[config.mk]
export PLATFORM = sky130hd
export DESIGN_NAME = dual_uart_pin_control
export DESIGN_NICKNAME = d
export VERILOG_FILES = /design/src/hdl/uart_pin_pkg.sv /design/src/hdl/dual_uart_pin_control.sv /design/src/hdl/uart_channel_pins.sv
export SDC_FILE = /design/constraint.sdc
export NUM_CORES = 1
export LEC_CHECK = 0
export ABC_CLOCK_PERIOD_IN_PS = 2500
export BUFFER_PORTS_ARGS = -buffer_cell sky130_fd_sc_hd__buf_4
export CORE_MARGIN = 2
export CORE_UTILIZATION = 46
export DETAILED_ROUTE_END_ITERATION = 7
export GPL_TIMING_DRIVEN = 0
export PLACE_DENSITY = 0.69
export SLEW_MARGIN = 5
export SYNTH_ARGS = -nofsm -noshare
export SYNTH_HDL_FRONTEND = slang
export SYNTH_HIERARCHICAL = 1
export SYNTH_SLANG_ARGS = --single-unit
[constraint.sdc]
create_clock -name pclk -period 2.5 [get_ports pclk]
set_clock_uncertainty 0.15 [all_clocks]
set_input_delay 0.25 -clock pclk [delete_from_list [all_inputs] [get_ports pclk]]
set_output_delay 0.25 -clock pclk [all_outputs]
set_load 0.02 [all_outputs]
[src/hdl/uart_pin_pkg.sv]
// constants for the dual serial channel pin control block
package uart_pin_pkg;
    localparam int DATA_W = 8;
    localparam int APB_AW = 8;
    localparam int FIFO_DEPTH = 64;
    // register indexes inside one channel; byte address is four times the index
    localparam logic [2:0] IDX_SCRATCH = 3'h0;
    localparam logic [2:0] IDX_IRQ_ENABLE = 3'h1;
    localparam logic [2:0] IDX_ENHANCED = 3'h2;
    localparam logic [2:0] IDX_TRIGGER = 3'h3;
    localparam logic [2:0] IDX_MODEM_CTRL = 3'h4;
    localparam logic [2:0] IDX_PIN_STATUS = 3'h5;
    localparam logic [2:0] IDX_MODEM_STATUS = 3'h6;
    localparam logic [2:0] IDX_LEVELS = 3'h7;
    // address bit that picks channel b
    localparam int CHAN_SEL_BIT = 5;
    // modem control bits
    localparam int MCR_DTR = 0;
    localparam int MCR_RTS = 1;
    localparam int MCR_IRQ_DRIVE = 3;
    localparam int MCR_LOOPBACK = 4;
    // enhanced feature bit
    localparam int EFR_AUTO_RTS = 6;
    // interrupt enable bit for modem status
    localparam int IER_MODEM = 3;
    // modem status bits
    localparam int MSR_RING_EDGE = 2;
    localparam int MSR_RING_LEVEL = 6;
    // trigger register fields, in units of four entries, zero meaning one entry
    localparam int TRIG_RX_LSB = 0;
    localparam int TRIG_TX_LSB = 4;
    localparam int TRIG_FIELD_W = 4;
    localparam int TRIG_UNIT = 4;
    // pin status bits
    localparam int PST_RX_READY_N = 0;
    localparam int PST_TX_READY_N = 1;
    localparam int PST_IRQ = 2;
    localparam int PST_RTS_N = 3;
    // reset values
    localparam logic [DATA_W-1:0] MCR_RESET = 8'h00;
    localparam logic [DATA_W-1:0] EFR_RESET = 8'h00;
    localparam logic [DATA_W-1:0] IER_RESET = 8'h00;
    localparam logic [DATA_W-1:0] TRIG_RESET = 8'h00;
    localparam logic [DATA_W-1:0] SCRATCH_RESET = 8'h00;
endpackage

[src/hdl/dual_uart_pin_control.sv]
// two-channel serial pin control with an apb register slave
//
// Implementation choices: the register addresses and the APB interface to the registers.
`timescale 1ns/1ns
// Notes on behaviour
// - a completed write stores the data byte in the addressed writable channel register
// - modem control bit 3 drives the interrupt pin and pulls user output low
// - user output of each channel is high after reset
// - reset returns every register and output to its reset value
// - during reset the transmit pin idles high and the receive path is blocked
// - rising ring input edge raises a maskable modem interrupt; level is readable
// - modem control bit 1 drives request-to-send low, clearing it drives high
// - request-to-send is high after reset
// - receive halt affects request-to-send only with automatic request enabled
// - loopback ignores the receive pin and feeds transmit data to the receiver
// - receive-ready goes low at trigger level or on receive timeout
// - receive-ready returns high when receive fifo empty or holds an error
// - transmit-ready goes low when free space reaches the transmit trigger
// - transmit-ready goes high when the transmit buffer is full
// - a read returns the addressed channel register on the data bus
// - modem control bit 0 drives data-terminal-ready low, clear or reset high
module dual_uart_pin_control
#(
    parameter int FIFO_DEPTH = uart_pin_pkg::FIFO_DEPTH,
    parameter int LEVEL_W = $clog2(FIFO_DEPTH + 1)
)
(
    input wire logic pclk,
    input wire logic presetn,
    input wire logic psel,
    input wire logic penable,
    input wire logic pwrite,
    input wire logic [uart_pin_pkg::APB_AW-1:0] paddr,
    input wire logic [31:0] pwdata,
    output logic [31:0] prdata,
    output logic pready,
    output logic pslverr,
    input wire logic ring_a_n,
    input wire logic ring_b_n,
    input wire logic rxd_a,
    input wire logic rxd_b,
    output logic txd_a,
    output logic txd_b,
    output logic rts_a_n,
    output logic rts_b_n,
    output logic dtr_a_n,
    output logic dtr_b_n,
    output logic user_output_a_n,
    output logic user_output_b_n,
    output logic channel_irq_a,
    output logic channel_irq_b,
    output logic channel_irq_a_oe_n,
    output logic channel_irq_b_oe_n,
    output logic rx_ready_a_n,
    output logic rx_ready_b_n,
    output logic tx_ready_a_n,
    output logic tx_ready_b_n,
    input wire logic core_txd_a,
    input wire logic core_txd_b,
    output logic core_rxd_a,
    output logic core_rxd_b,
    input wire logic [LEVEL_W-1:0] rx_level_a,
    input wire logic [LEVEL_W-1:0] rx_level_b,
    input wire logic rx_timeout_a,
    input wire logic rx_timeout_b,
    input wire logic rx_error_a,
    input wire logic rx_error_b,
    input wire logic [LEVEL_W-1:0] tx_free_a,
    input wire logic [LEVEL_W-1:0] tx_free_b,
    input wire logic rx_halt_a,
    input wire logic rx_halt_b
);
    import uart_pin_pkg::*;

    localparam int MAX_TRIG = ((1 << TRIG_FIELD_W) - 1) * TRIG_UNIT;

    // refuse at elaboration: thresholds above the depth, or a level too wide for one read byte
    if (FIFO_DEPTH < MAX_TRIG || LEVEL_W < $clog2(FIFO_DEPTH + 1) || LEVEL_W > DATA_W)
    begin : g_bad_params
        $error("dual_uart_pin_control: fifo depth or level width unsupported");
    end

    logic [DATA_W-1:0] modem_control_reg [2];
    logic [DATA_W-1:0] enhanced_feature_reg [2];
    logic [DATA_W-1:0] irq_enable_reg [2];
    logic [DATA_W-1:0] trigger_level_reg [2];
    logic [DATA_W-1:0] scratch_reg [2];
    logic [DATA_W-1:0] modem_status_reg [2];
    logic [DATA_W-1:0] pin_status [2];
    logic [LEVEL_W-1:0] rx_threshold [2];
    logic [LEVEL_W-1:0] tx_threshold [2];
    logic [LEVEL_W-1:0] rx_level [2];
    logic [LEVEL_W-1:0] tx_free [2];
    logic status_read [2];

    logic pready_reg;
    logic pslverr_reg;
    logic [31:0] prdata_reg;
    logic access;
    logic done;
    logic addr_ok;
    logic chan;
    logic [2:0] idx;
    logic [DATA_W-1:0] rd_byte;

    assign rx_level[0] = rx_level_a;
    assign rx_level[1] = rx_level_b;
    assign tx_free[0] = tx_free_a;
    assign tx_free[1] = tx_free_b;

    // decode: bits 4..2 pick the register, bit 5 the channel
    assign chan = paddr[CHAN_SEL_BIT];
    assign idx = paddr[4:2];
    assign addr_ok = (paddr[1:0] == 2'h0) && (paddr[APB_AW-1:CHAN_SEL_BIT+1] == '0);
    assign access = psel & penable;
    assign done = access & pready_reg;

    // one wait state so read data leaves a flip-flop
    always_ff @(posedge pclk or negedge presetn)
    begin
        if (!presetn)
        begin
            pready_reg <= 1'b0;
            pslverr_reg <= 1'b0;
            prdata_reg <= 32'h00000000;
        end
        else
        begin
            pready_reg <= access & ~pready_reg;
            pslverr_reg <= access & ~pready_reg & ~addr_ok;
            if (access && !pready_reg && !pwrite)
                prdata_reg <= addr_ok ? {24'h000000, rd_byte} : 32'h00000000;
        end
    end

    assign pready = pready_reg;
    assign pslverr = pslverr_reg;
    assign prdata = prdata_reg;

    // read mux for the addressed channel only
    always_comb
    begin
        rd_byte = '0;
        unique case (idx)
            IDX_SCRATCH: rd_byte = scratch_reg[chan];
            IDX_IRQ_ENABLE: rd_byte = irq_enable_reg[chan];
            IDX_ENHANCED: rd_byte = enhanced_feature_reg[chan];
            IDX_TRIGGER: rd_byte = trigger_level_reg[chan];
            IDX_MODEM_CTRL: rd_byte = modem_control_reg[chan];
            IDX_PIN_STATUS: rd_byte = pin_status[chan];
            IDX_MODEM_STATUS: rd_byte = modem_status_reg[chan];
            IDX_LEVELS: rd_byte = DATA_W'(rx_level[chan]);
        endcase
    end

    for (genvar c = 0; c < 2; c++)
    begin : g_regs
        logic hit;
        logic [TRIG_FIELD_W-1:0] rx_field;
        logic [TRIG_FIELD_W-1:0] tx_field;

        assign hit = done & addr_ok & (chan == 1'(c));
        assign status_read[c] = hit & ~pwrite & (idx == IDX_MODEM_STATUS);
        assign rx_field = trigger_level_reg[c][TRIG_RX_LSB +: TRIG_FIELD_W];
        assign tx_field = trigger_level_reg[c][TRIG_TX_LSB +: TRIG_FIELD_W];
        assign rx_threshold[c] = (rx_field == '0) ? LEVEL_W'(1) : LEVEL_W'(rx_field * TRIG_UNIT);
        assign tx_threshold[c] = (tx_field == '0) ? LEVEL_W'(1) : LEVEL_W'(tx_field * TRIG_UNIT);

        // writes land at the edge where the access completes
        always_ff @(posedge pclk or negedge presetn)
        begin
            if (!presetn)
            begin
                modem_control_reg[c] <= MCR_RESET;
                enhanced_feature_reg[c] <= EFR_RESET;
                irq_enable_reg[c] <= IER_RESET;
                trigger_level_reg[c] <= TRIG_RESET;
                scratch_reg[c] <= SCRATCH_RESET;
            end
            else if (hit && pwrite)
            begin
                unique case (idx)
                    IDX_SCRATCH: scratch_reg[c] <= pwdata[DATA_W-1:0];
                    IDX_IRQ_ENABLE: irq_enable_reg[c] <= pwdata[DATA_W-1:0];
                    IDX_ENHANCED: enhanced_feature_reg[c] <= pwdata[DATA_W-1:0];
                    IDX_TRIGGER: trigger_level_reg[c] <= pwdata[DATA_W-1:0];
                    IDX_MODEM_CTRL: modem_control_reg[c] <= pwdata[DATA_W-1:0];
                    IDX_PIN_STATUS,
                    IDX_MODEM_STATUS,
                    IDX_LEVELS:
                    begin
                    end
                endcase
            end
        end
    end

    // two identical channels
    uart_channel_pins #(
        .LEVEL_W(LEVEL_W)
    ) u_chan_a (
        .pclk(pclk),
        .presetn(presetn),
        .modem_control_reg(modem_control_reg[0]),
        .enhanced_feature_reg(enhanced_feature_reg[0]),
        .irq_enable_reg(irq_enable_reg[0]),
        .rx_threshold(rx_threshold[0]),
        .tx_threshold(tx_threshold[0]),
        .status_read(status_read[0]),
        .modem_status(modem_status_reg[0]),
        .pin_status(pin_status[0]),
        .ring_n(ring_a_n),
        .rxd(rxd_a),
        .txd(txd_a),
        .rts_n(rts_a_n),
        .dtr_n(dtr_a_n),
        .user_output_n(user_output_a_n),
        .channel_irq(channel_irq_a),
        .channel_irq_oe_n(channel_irq_a_oe_n),
        .rx_ready_n(rx_ready_a_n),
        .tx_ready_n(tx_ready_a_n),
        .core_txd(core_txd_a),
        .core_rxd(core_rxd_a),
        .rx_level(rx_level_a),
        .rx_timeout(rx_timeout_a),
        .rx_error(rx_error_a),
        .tx_free(tx_free_a),
        .rx_halt(rx_halt_a)
    );

    uart_channel_pins #(
        .LEVEL_W(LEVEL_W)
    ) u_chan_b (
        .pclk(pclk),
        .presetn(presetn),
        .modem_control_reg(modem_control_reg[1]),
        .enhanced_feature_reg(enhanced_feature_reg[1]),
        .irq_enable_reg(irq_enable_reg[1]),
        .rx_threshold(rx_threshold[1]),
        .tx_threshold(tx_threshold[1]),
        .status_read(status_read[1]),
        .modem_status(modem_status_reg[1]),
        .pin_status(pin_status[1]),
        .ring_n(ring_b_n),
        .rxd(rxd_b),
        .txd(txd_b),
        .rts_n(rts_b_n),
        .dtr_n(dtr_b_n),
        .user_output_n(user_output_b_n),
        .channel_irq(channel_irq_b),
        .channel_irq_oe_n(channel_irq_b_oe_n),
        .rx_ready_n(rx_ready_b_n),
        .tx_ready_n(tx_ready_b_n),
        .core_txd(core_txd_b),
        .core_rxd(core_rxd_b),
        .rx_level(rx_level_b),
        .rx_timeout(rx_timeout_b),
        .rx_error(rx_error_b),
        .tx_free(tx_free_b),
        .rx_halt(rx_halt_b)
    );
endmodule

[src/hdl/uart_channel_pins.sv]
// pin logic of one serial channel: handshake pins, ring event, loopback, ready outputs
`timescale 1ns/1ns
module uart_channel_pins
#(
    parameter int LEVEL_W = 7
)
(
    input wire logic pclk,
    input wire logic presetn,
    input wire logic [uart_pin_pkg::DATA_W-1:0] modem_control_reg,
    input wire logic [uart_pin_pkg::DATA_W-1:0] enhanced_feature_reg,
    input wire logic [uart_pin_pkg::DATA_W-1:0] irq_enable_reg,
    input wire logic [LEVEL_W-1:0] rx_threshold,
    input wire logic [LEVEL_W-1:0] tx_threshold,
    input wire logic status_read,
    output logic [uart_pin_pkg::DATA_W-1:0] modem_status,
    output logic [uart_pin_pkg::DATA_W-1:0] pin_status,
    input wire logic ring_n,
    input wire logic rxd,
    output logic txd,
    output logic rts_n,
    output logic dtr_n,
    output logic user_output_n,
    output logic channel_irq,
    output logic channel_irq_oe_n,
    output logic rx_ready_n,
    output logic tx_ready_n,
    input wire logic core_txd,
    output logic core_rxd,
    input wire logic [LEVEL_W-1:0] rx_level,
    input wire logic rx_timeout,
    input wire logic rx_error,
    input wire logic [LEVEL_W-1:0] tx_free,
    input wire logic rx_halt
);
    import uart_pin_pkg::*;

    logic ring_prev_reg;
    logic ring_edge_reg;
    logic loopback;
    logic rts_active;

    assign loopback = modem_control_reg[MCR_LOOPBACK];
    // auto flow control gates the request only when enabled
    assign rts_active = modem_control_reg[MCR_RTS] & ~(enhanced_feature_reg[EFR_AUTO_RTS] & rx_halt);

    // ring input edge, sticky until a status read; a new edge beats the clear
    always_ff @(posedge pclk or negedge presetn)
    begin
        if (!presetn)
        begin
            ring_prev_reg <= 1'b1;
            ring_edge_reg <= 1'b0;
        end
        else
        begin
            ring_prev_reg <= ring_n;
            if (ring_n && !ring_prev_reg)
                ring_edge_reg <= 1'b1;
            else if (status_read)
                ring_edge_reg <= 1'b0;
        end
    end

    // serial path: tx pin idles high in reset and in loopback
    always_ff @(posedge pclk or negedge presetn)
    begin
        if (!presetn)
        begin
            txd <= 1'b1;
            core_rxd <= 1'b1;
        end
        else
        begin
            txd <= loopback ? 1'b1 : core_txd;
            core_rxd <= loopback ? core_txd : rxd;
        end
    end

    // modem control outputs
    always_ff @(posedge pclk or negedge presetn)
    begin
        if (!presetn)
        begin
            rts_n <= 1'b1;
            dtr_n <= 1'b1;
            user_output_n <= 1'b1;
            channel_irq <= 1'b0;
            channel_irq_oe_n <= 1'b1;
        end
        else
        begin
            rts_n <= ~rts_active;
            dtr_n <= ~modem_control_reg[MCR_DTR];
            user_output_n <= ~modem_control_reg[MCR_IRQ_DRIVE];
            channel_irq_oe_n <= ~modem_control_reg[MCR_IRQ_DRIVE];
            channel_irq <= irq_enable_reg[IER_MODEM] & ring_edge_reg;
        end
    end

    // dma ready outputs; the release conditions win over the request conditions
    always_ff @(posedge pclk or negedge presetn)
    begin
        if (!presetn)
        begin
            rx_ready_n <= 1'b1;
            tx_ready_n <= 1'b1;
        end
        else
        begin
            if (rx_level == '0 || rx_error)
                rx_ready_n <= 1'b1;
            else if (rx_level >= rx_threshold || rx_timeout)
                rx_ready_n <= 1'b0;
            if (tx_free == '0)
                tx_ready_n <= 1'b1;
            else if (tx_free >= tx_threshold)
                tx_ready_n <= 1'b0;
        end
    end

    always_comb
    begin
        modem_status = '0;
        modem_status[MSR_RING_EDGE] = ring_edge_reg;
        modem_status[MSR_RING_LEVEL] = ~ring_n;
        pin_status = '0;
        pin_status[PST_RX_READY_N] = rx_ready_n;
        pin_status[PST_TX_READY_N] = tx_ready_n;
        pin_status[PST_IRQ] = channel_irq;
        pin_status[PST_RTS_N] = rts_n;
    end
endmodule

==> flow_metrics.tcl, run 1 <==
set metrics [dict create \
    routed_via_density 5.19 \
    end_kind "flop" \
    highest_layer "met4" \
    dieArea_um2 15100 \
    cts_resized 0 \
    placed_cell_area_um2 7520 \
    synth_cell_types 49 \
    cts_tree "built" \
    synth-seq-cells 110 \
    finalCritPeriodShare_pct 91.8 \
    met1Wirelength_um 6490 \
    leakagePower_nw 3.96 \
    netlist.area_leader.share_pct 36.1 \
    n_antenna_cell 0 \
    max_freq_ghz 0.436 \
    syn_inst 591 \
    drive_above_1_share_pct 38.3 \
    synth_area_leaders "dfrtp_1 (36%), mux2_2 (14%), mux2i_1 (8.1%)" \
    cts_buffers 9 \
    placementRows 43 \
    start_util_pct 47.0 \
    wl_met3_um 693 \
    ys_seq_area_share_pct 42.5 \
    whs_ps 26.0 \
    fp.dieH_um 123 \
    ys_warn_count 6 \
    postRouteAntennaNets 0 \
    arrival_ps 2410 \
    hold_viol 0 \
    power_density_nw_per_um2 463 \
    htree_levels 3 \
    clock_tree.root_cell "clkbuf_16" \
    hpwlAfterDp_um 11400 \
    total_power_w 0.00370 \
    place_congestion 0.820 \
    synth_top_flop_cell "dfrtp_1" \
    rsz0062_at_grt "no" \
    syn_to_final_growth_pct 22.4 \
    drt_iter0_markers 245 \
    grtUsageTotal_pct 20.9 \
    layout_common_cells "buf_4 (137), dfrtp_1 (94), mux2_2 (81), mux2i_1 (53), conb_1 (52)" \
    layout_setup_ws_ps 206 \
    fin_setup_tns_ps 0 \
    stdcell_area_um2 7980 \
    worst_pin_slew_ps 747 \
    critPathKind "in2reg" \
    drt-wirelength-per-cell_um 16.5 \
    grt_pass1_wl_um 24400 \
    clk_path_buf_depth 2 \
    worstHoldPathType "in2reg" \
    antenna_found_initial 0 \
    vdd_ir_drop_max_mv 0.308 \
    ios 137 \
    wl_um 15400 \
    port_buffers 79 \
    final_common_cell "buf_4" \
    die_w_um 123 \
    clkSinkCount 110 \
    slew_viol_final 0 \
    path_max_fanout 2 \
    nFillCells 1212 \
    met2_length_um 7930 \
    finalSetupViolations 0 \
    grt_overflow 0 \
    drc 0 \
    slew_headroom_pct 50.2 \
    synth_top_area_cell "dfrtp_1" \
    synth-edff-count 0 \
    synth-async-reset-ratio_pct 100 \
    cp.required_ps 2620 \
    clk_latency_ps 340 \
    first_global_vias 4903 \
    place_worst_setup_slack_ps 50.9 \
    vias 4828 \
    clk_pin_slew_ps 70 \
    maxCapViolCount 0 \
    start_kind "input pin" \
    design.core.area_um2 13900 \
    grt_max_degree 111 \
    fin_nets 859 \
    outcome "finished clean" \
    dr.pass1.iters 6 \
    finalCriticalPeriod_ps 2290 \
    avgSynthCellArea_um2 11.0 \
    syn_area_um2 6520 \
]
## through the flow
stage / utilization (%) / instances
2_1_floorplan: - / 640
3_3_place_gp: 54.2 / 899
3_5_place_dp: 54.2 / 899
6_report: 57.5 / 931
5_1_grt: 57.5 / 931
4_1_cts: 57.2 / 929
## kinds of logic after synthesis
kind of cell | count (synthesis) | share of synthesized area, %
multiplexers | 137 | 22.8
buffers and inverters | 136 | 11.7
AND/OR/NAND/NOR | 112 | 10.7
flip-flops | 110 | 42.5
AO/OA/AOI/OAI | 65 | 6.64
adder cells (fa/ha/maj) | 28 | 5.37
other | 3 | 0.173
## Yosys cell counts, types with 9 or more instances
master	instances
nor3_1	10
nand2_1	20
nor2_1	9
mux2i_1	53
dfstp_2	16
buf_4	59
o22ai_1	24
a21oi_1	13
clkbuf_1	20
dfrtp_1	94
ha_1	28
inv_1	37
mux2_2	81
nor4_1	16
## area by class of cell
class	count	area (µm²)	area share [%]
multi-input cells	394	3170	39.7
inverters	37	139	1.74
plain buffers	99	627	7.85
clock buffers	12	246	3.09
clock inverters	4	32.5	0.407
flip-flops and latches	110	2770	34.7
well taps	180	225	2.82
repair buffers	95	774	9.70
## path summary, 6_finish.rpt
path / to / slack, ps / from / depth (start not counted)
worst max-delay path: u_chan_a/tx_ready_n$_DFFE_PN1P_ / 210 / tx_free_a[6] / 7
worst min-delay path: u_chan_b/rx_ready_n$_DFFE_PN1P_ / 30 / rx_error_b / 3
worst max register to register: u_chan_a/rx_ready_n$_DFFE_PN1P_ / 400 / g_regs[0].rx_field[0]$_DFFE_PN0P_ / 6
worst min register to register: u_chan_a/dtr_n$_DFF_PN1_ / 260 / modem_control_reg[8]$_DFFE_PN0P_ / 1
max in group asynchronous: u_chan_b/txd$_DFF_PN1_ / 1220 / presetn / 3
min in group asynchronous: scratch_reg[14]$_DFFE_PN0P_ / 290 / presetn / 2
## repair_timing
action                                 4_1_cts  5_1_grt
endpoints found under the hold margin       10       52
hold buffers                                14        1
setup buffers                                0        0
## report_power, final
part	switching, W	total (W)	internal [W]
combinational	0.000300	0.000542	0.000242
clock	0.000631	0.00134	0.000708
sequential	0.0000110	0.00181	0.00180
## routing by layer
layer,global-route usage (%),vias up
met4,6.32,0
met3,2.49,19
met1,26.0,2366
met2,38.0,126
li1,-,2317
met5,0,-
## critical path, cell delays in order
cell	delay (ps)
dlygate4sd3_1	540
buf_4	140
nor4_1	200
dlygate4sd3_1	600
nand2_1	50
dlygate4sd3_1	550
o21ai_1	90
Power figures use the tool's default switching activity.
==> inputs of run 2 (changes only) <==
--- a/config.mk
+++ b/config.mk
@@ -8,11 +8,10 @@
 export ABC_CLOCK_PERIOD_IN_PS = 2500
 export BUFFER_PORTS_ARGS = -buffer_cell sky130_fd_sc_hd__buf_4
 export CORE_MARGIN = 2
-export CORE_UTILIZATION = 46
+export CORE_UTILIZATION = 37
 export DETAILED_ROUTE_END_ITERATION = 7
 export GPL_TIMING_DRIVEN = 0
-export PLACE_DENSITY = 0.69
-export SLEW_MARGIN = 5
+export SLEW_MARGIN = 20
 export SYNTH_ARGS = -nofsm -noshare
 export SYNTH_HDL_FRONTEND = slang
 export SYNTH_HIERARCHICAL = 1
==> run 2 against run 1 <==
  * Wire length rose by 4.0%
  * Critical path depth did not move
  * Hold slack improved by 1.8 ps
  * Count of clock-buffer cells in the layout rose by 2
  * Design area rose by 0.89%
  * Power rose by 2.9%
  * Via count fell by 1.2%
  * Sequential power barely moved
  * Die area rose by 23%
  * Critical endpoint is now u_chan_b/tx_ready_n$_DFFE_PN1P_
  * Highest routed layer unchanged
==> flow_metrics.tcl, run 2 (synthesis gave the netlist of run 1 again) <==
set metrics [dict create \
    final_common_cell "buf_4" \
    grt_busiest_layer "met2" \
    syn_to_final_growth_pct 23.5 \
    end_kind "flop" \
    grt_use_met1_pct 22.3 \
    clk_latency_ps 350 \
    max_freq_ghz 0.447 \
    cts_buffers 9 \
    finalSetupViolations 0 \
    grtUsageTotal_pct 18.0 \
    finalCriticalPeriod_ps 2230 \
    start_kind "input pin" \
    globalRouteMet3Util_pct 2.89 \
    antenna_found_initial 0 \
    placementRows 48 \
    ios 137 \
    grt_max_degree 111 \
    start_util_pct 37.8 \
    clkSinkCount 110 \
    cts_setup_buffers 0 \
    slew_headroom_pct 45.5 \
    finalCritPeriodShare_pct 89.4 \
    maxCapViolCount 0 \
    hpwlAfterDp_um 11900 \
    clk_path_buf_depth 2 \
    clock_tree.root_cell "clkbuf_16" \
    drive_above_1_share_pct 38.1 \
    gr-usage-met2_pct 31.6 \
    fp.dieH_um 137 \
    place_worst_setup_slack_ps 8.40 \
    worstHoldPathType "in2reg" \
    grt_overflow 0 \
    dr.pass1.iters 4 \
    htree_levels 3 \
    hold_buffers 15 \
    postRouteAntennaNets 0 \
    power_density_nw_per_um2 472 \
    first_global_vias 4951 \
    clk_pin_slew_ps 70 \
    cts_resized 0 \
    cts_tree "built" \
    outcome "finished clean" \
    wl_um 16000 \
    drc 0 \
    arrival_ps 2370 \
    fin_nets 859 \
    drt-wirelength-per-cell_um 16.4 \
    worst_pin_slew_ps 818 \
    slew_viol_final 0 \
    drt_iter0_markers 183 \
    vias 4768 \
    hold_viol 0 \
    path_max_fanout 2 \
    layout_common_cells "buf_4 (137), dfrtp_1 (94), mux2_2 (81), mux2i_1 (53), conb_1 (52)" \
    routed_via_density 4.89 \
    n_antenna_cell 0 \
    layout_setup_ws_ps 265 \
    dieArea_um2 18700 \
    nFillCells 1597 \
    cp.required_ps 2630 \
    port_buffers 79 \
    grt_pass1_wl_um 25400 \
    vdd_ir_drop_max_mv 0.328 \
    place_congestion 0.863 \
    design.core.area_um2 17200 \
    leakagePower_nw 3.97 \
    fin_setup_tns_ps 0 \
    critPathKind "in2reg" \
    rsz0062_at_grt "no" \
    die_w_um 137 \
]
run 2: cell count changes in the layout (fill, tap and decap cells not counted):
cell,delta
bufinv_16,+1
clkbuf_8,+1
clkinvlp_4,-2
clkbuf_1,+1
clkinv_4,-2
run 2: worst paths after layout:
check                                                   to  cells past startpoint  slack [ps]                         startpoint
min in group asynchronous      scratch_reg[14]$_DFFE_PN0P_                      2         250                            presetn
max                        u_chan_b/tx_ready_n$_DFFE_PN1P_                      7         270                       tx_free_b[6]
max reg2reg                u_chan_b/rx_ready_n$_DFFE_PN1P_                      6         300  g_regs[1].rx_field[0]$_DFFE_PN0P_
min                        u_chan_b/rx_ready_n$_DFFE_PN1P_                      3          30                         rx_error_b
min reg2reg                       u_chan_b/dtr_n$_DFF_PN1_                      1         260   modem_control_reg[0]$_DFFE_PN0P_
max in group asynchronous           u_chan_b/txd$_DFF_PN1_                      3        1220                            presetn
run 2: report_power, final:
group | internal, W | switching [W]
logic | 0.000242 | 0.000302
clock network | 0.000828 | 0.000616
registers | 0.00180 | 0.0000105
total | 0.00287 | 0.000929
run 2: layer usage:
layer  vias to the layer above  routed length (µm)  share of wire [%]
met5                         -                   0                  0
met4                         0                 349                2.2
met3                        20                 769                4.8
met2                       112                8060                 50
met1                      2339                6810                 43
li1                       2297                   -                  -
run 2: cell type report:
cell class / instances / area, µm² / share of cell area, %
inverters: 37 / 139 / 1.72
well taps: 225 / 282 / 3.49
plain buffers: 99 / 627 / 7.78
flip-flops and latches: 110 / 2770 / 34.4
clock buffers: 14 / 264 / 3.28
multi-input cells: 394 / 3170 / 39.3
clock inverters: 1 / 30.0 / 0.373
repair buffers: 95 / 774 / 9.61
run 2: metrics by stage:
stage	std cells	util (%)	cell area [µm²]	hold slack, ps	power [W]
6_report	975	46.7	8060	27.7	0.00380
5_1_grt	975	46.7	8060	22.9	0.00396
4_1_cts	974	46.6	8030	16.4	0.00383
3_5_place_dp	944	44.0	7580	220	0.00237
3_3_place_gp	944	44.0	7580	223	0.00235
2_1_floorplan	640	-	6710	-196	0.00215
run 2: worst max-delay path: stages:
cell	delay (ps)
dlygate4sd3_1	530
buf_4	140
nor4_1	150
dlygate4sd3_1	580
nand2_1	60
dlygate4sd3_1	570
o21ai_1	80
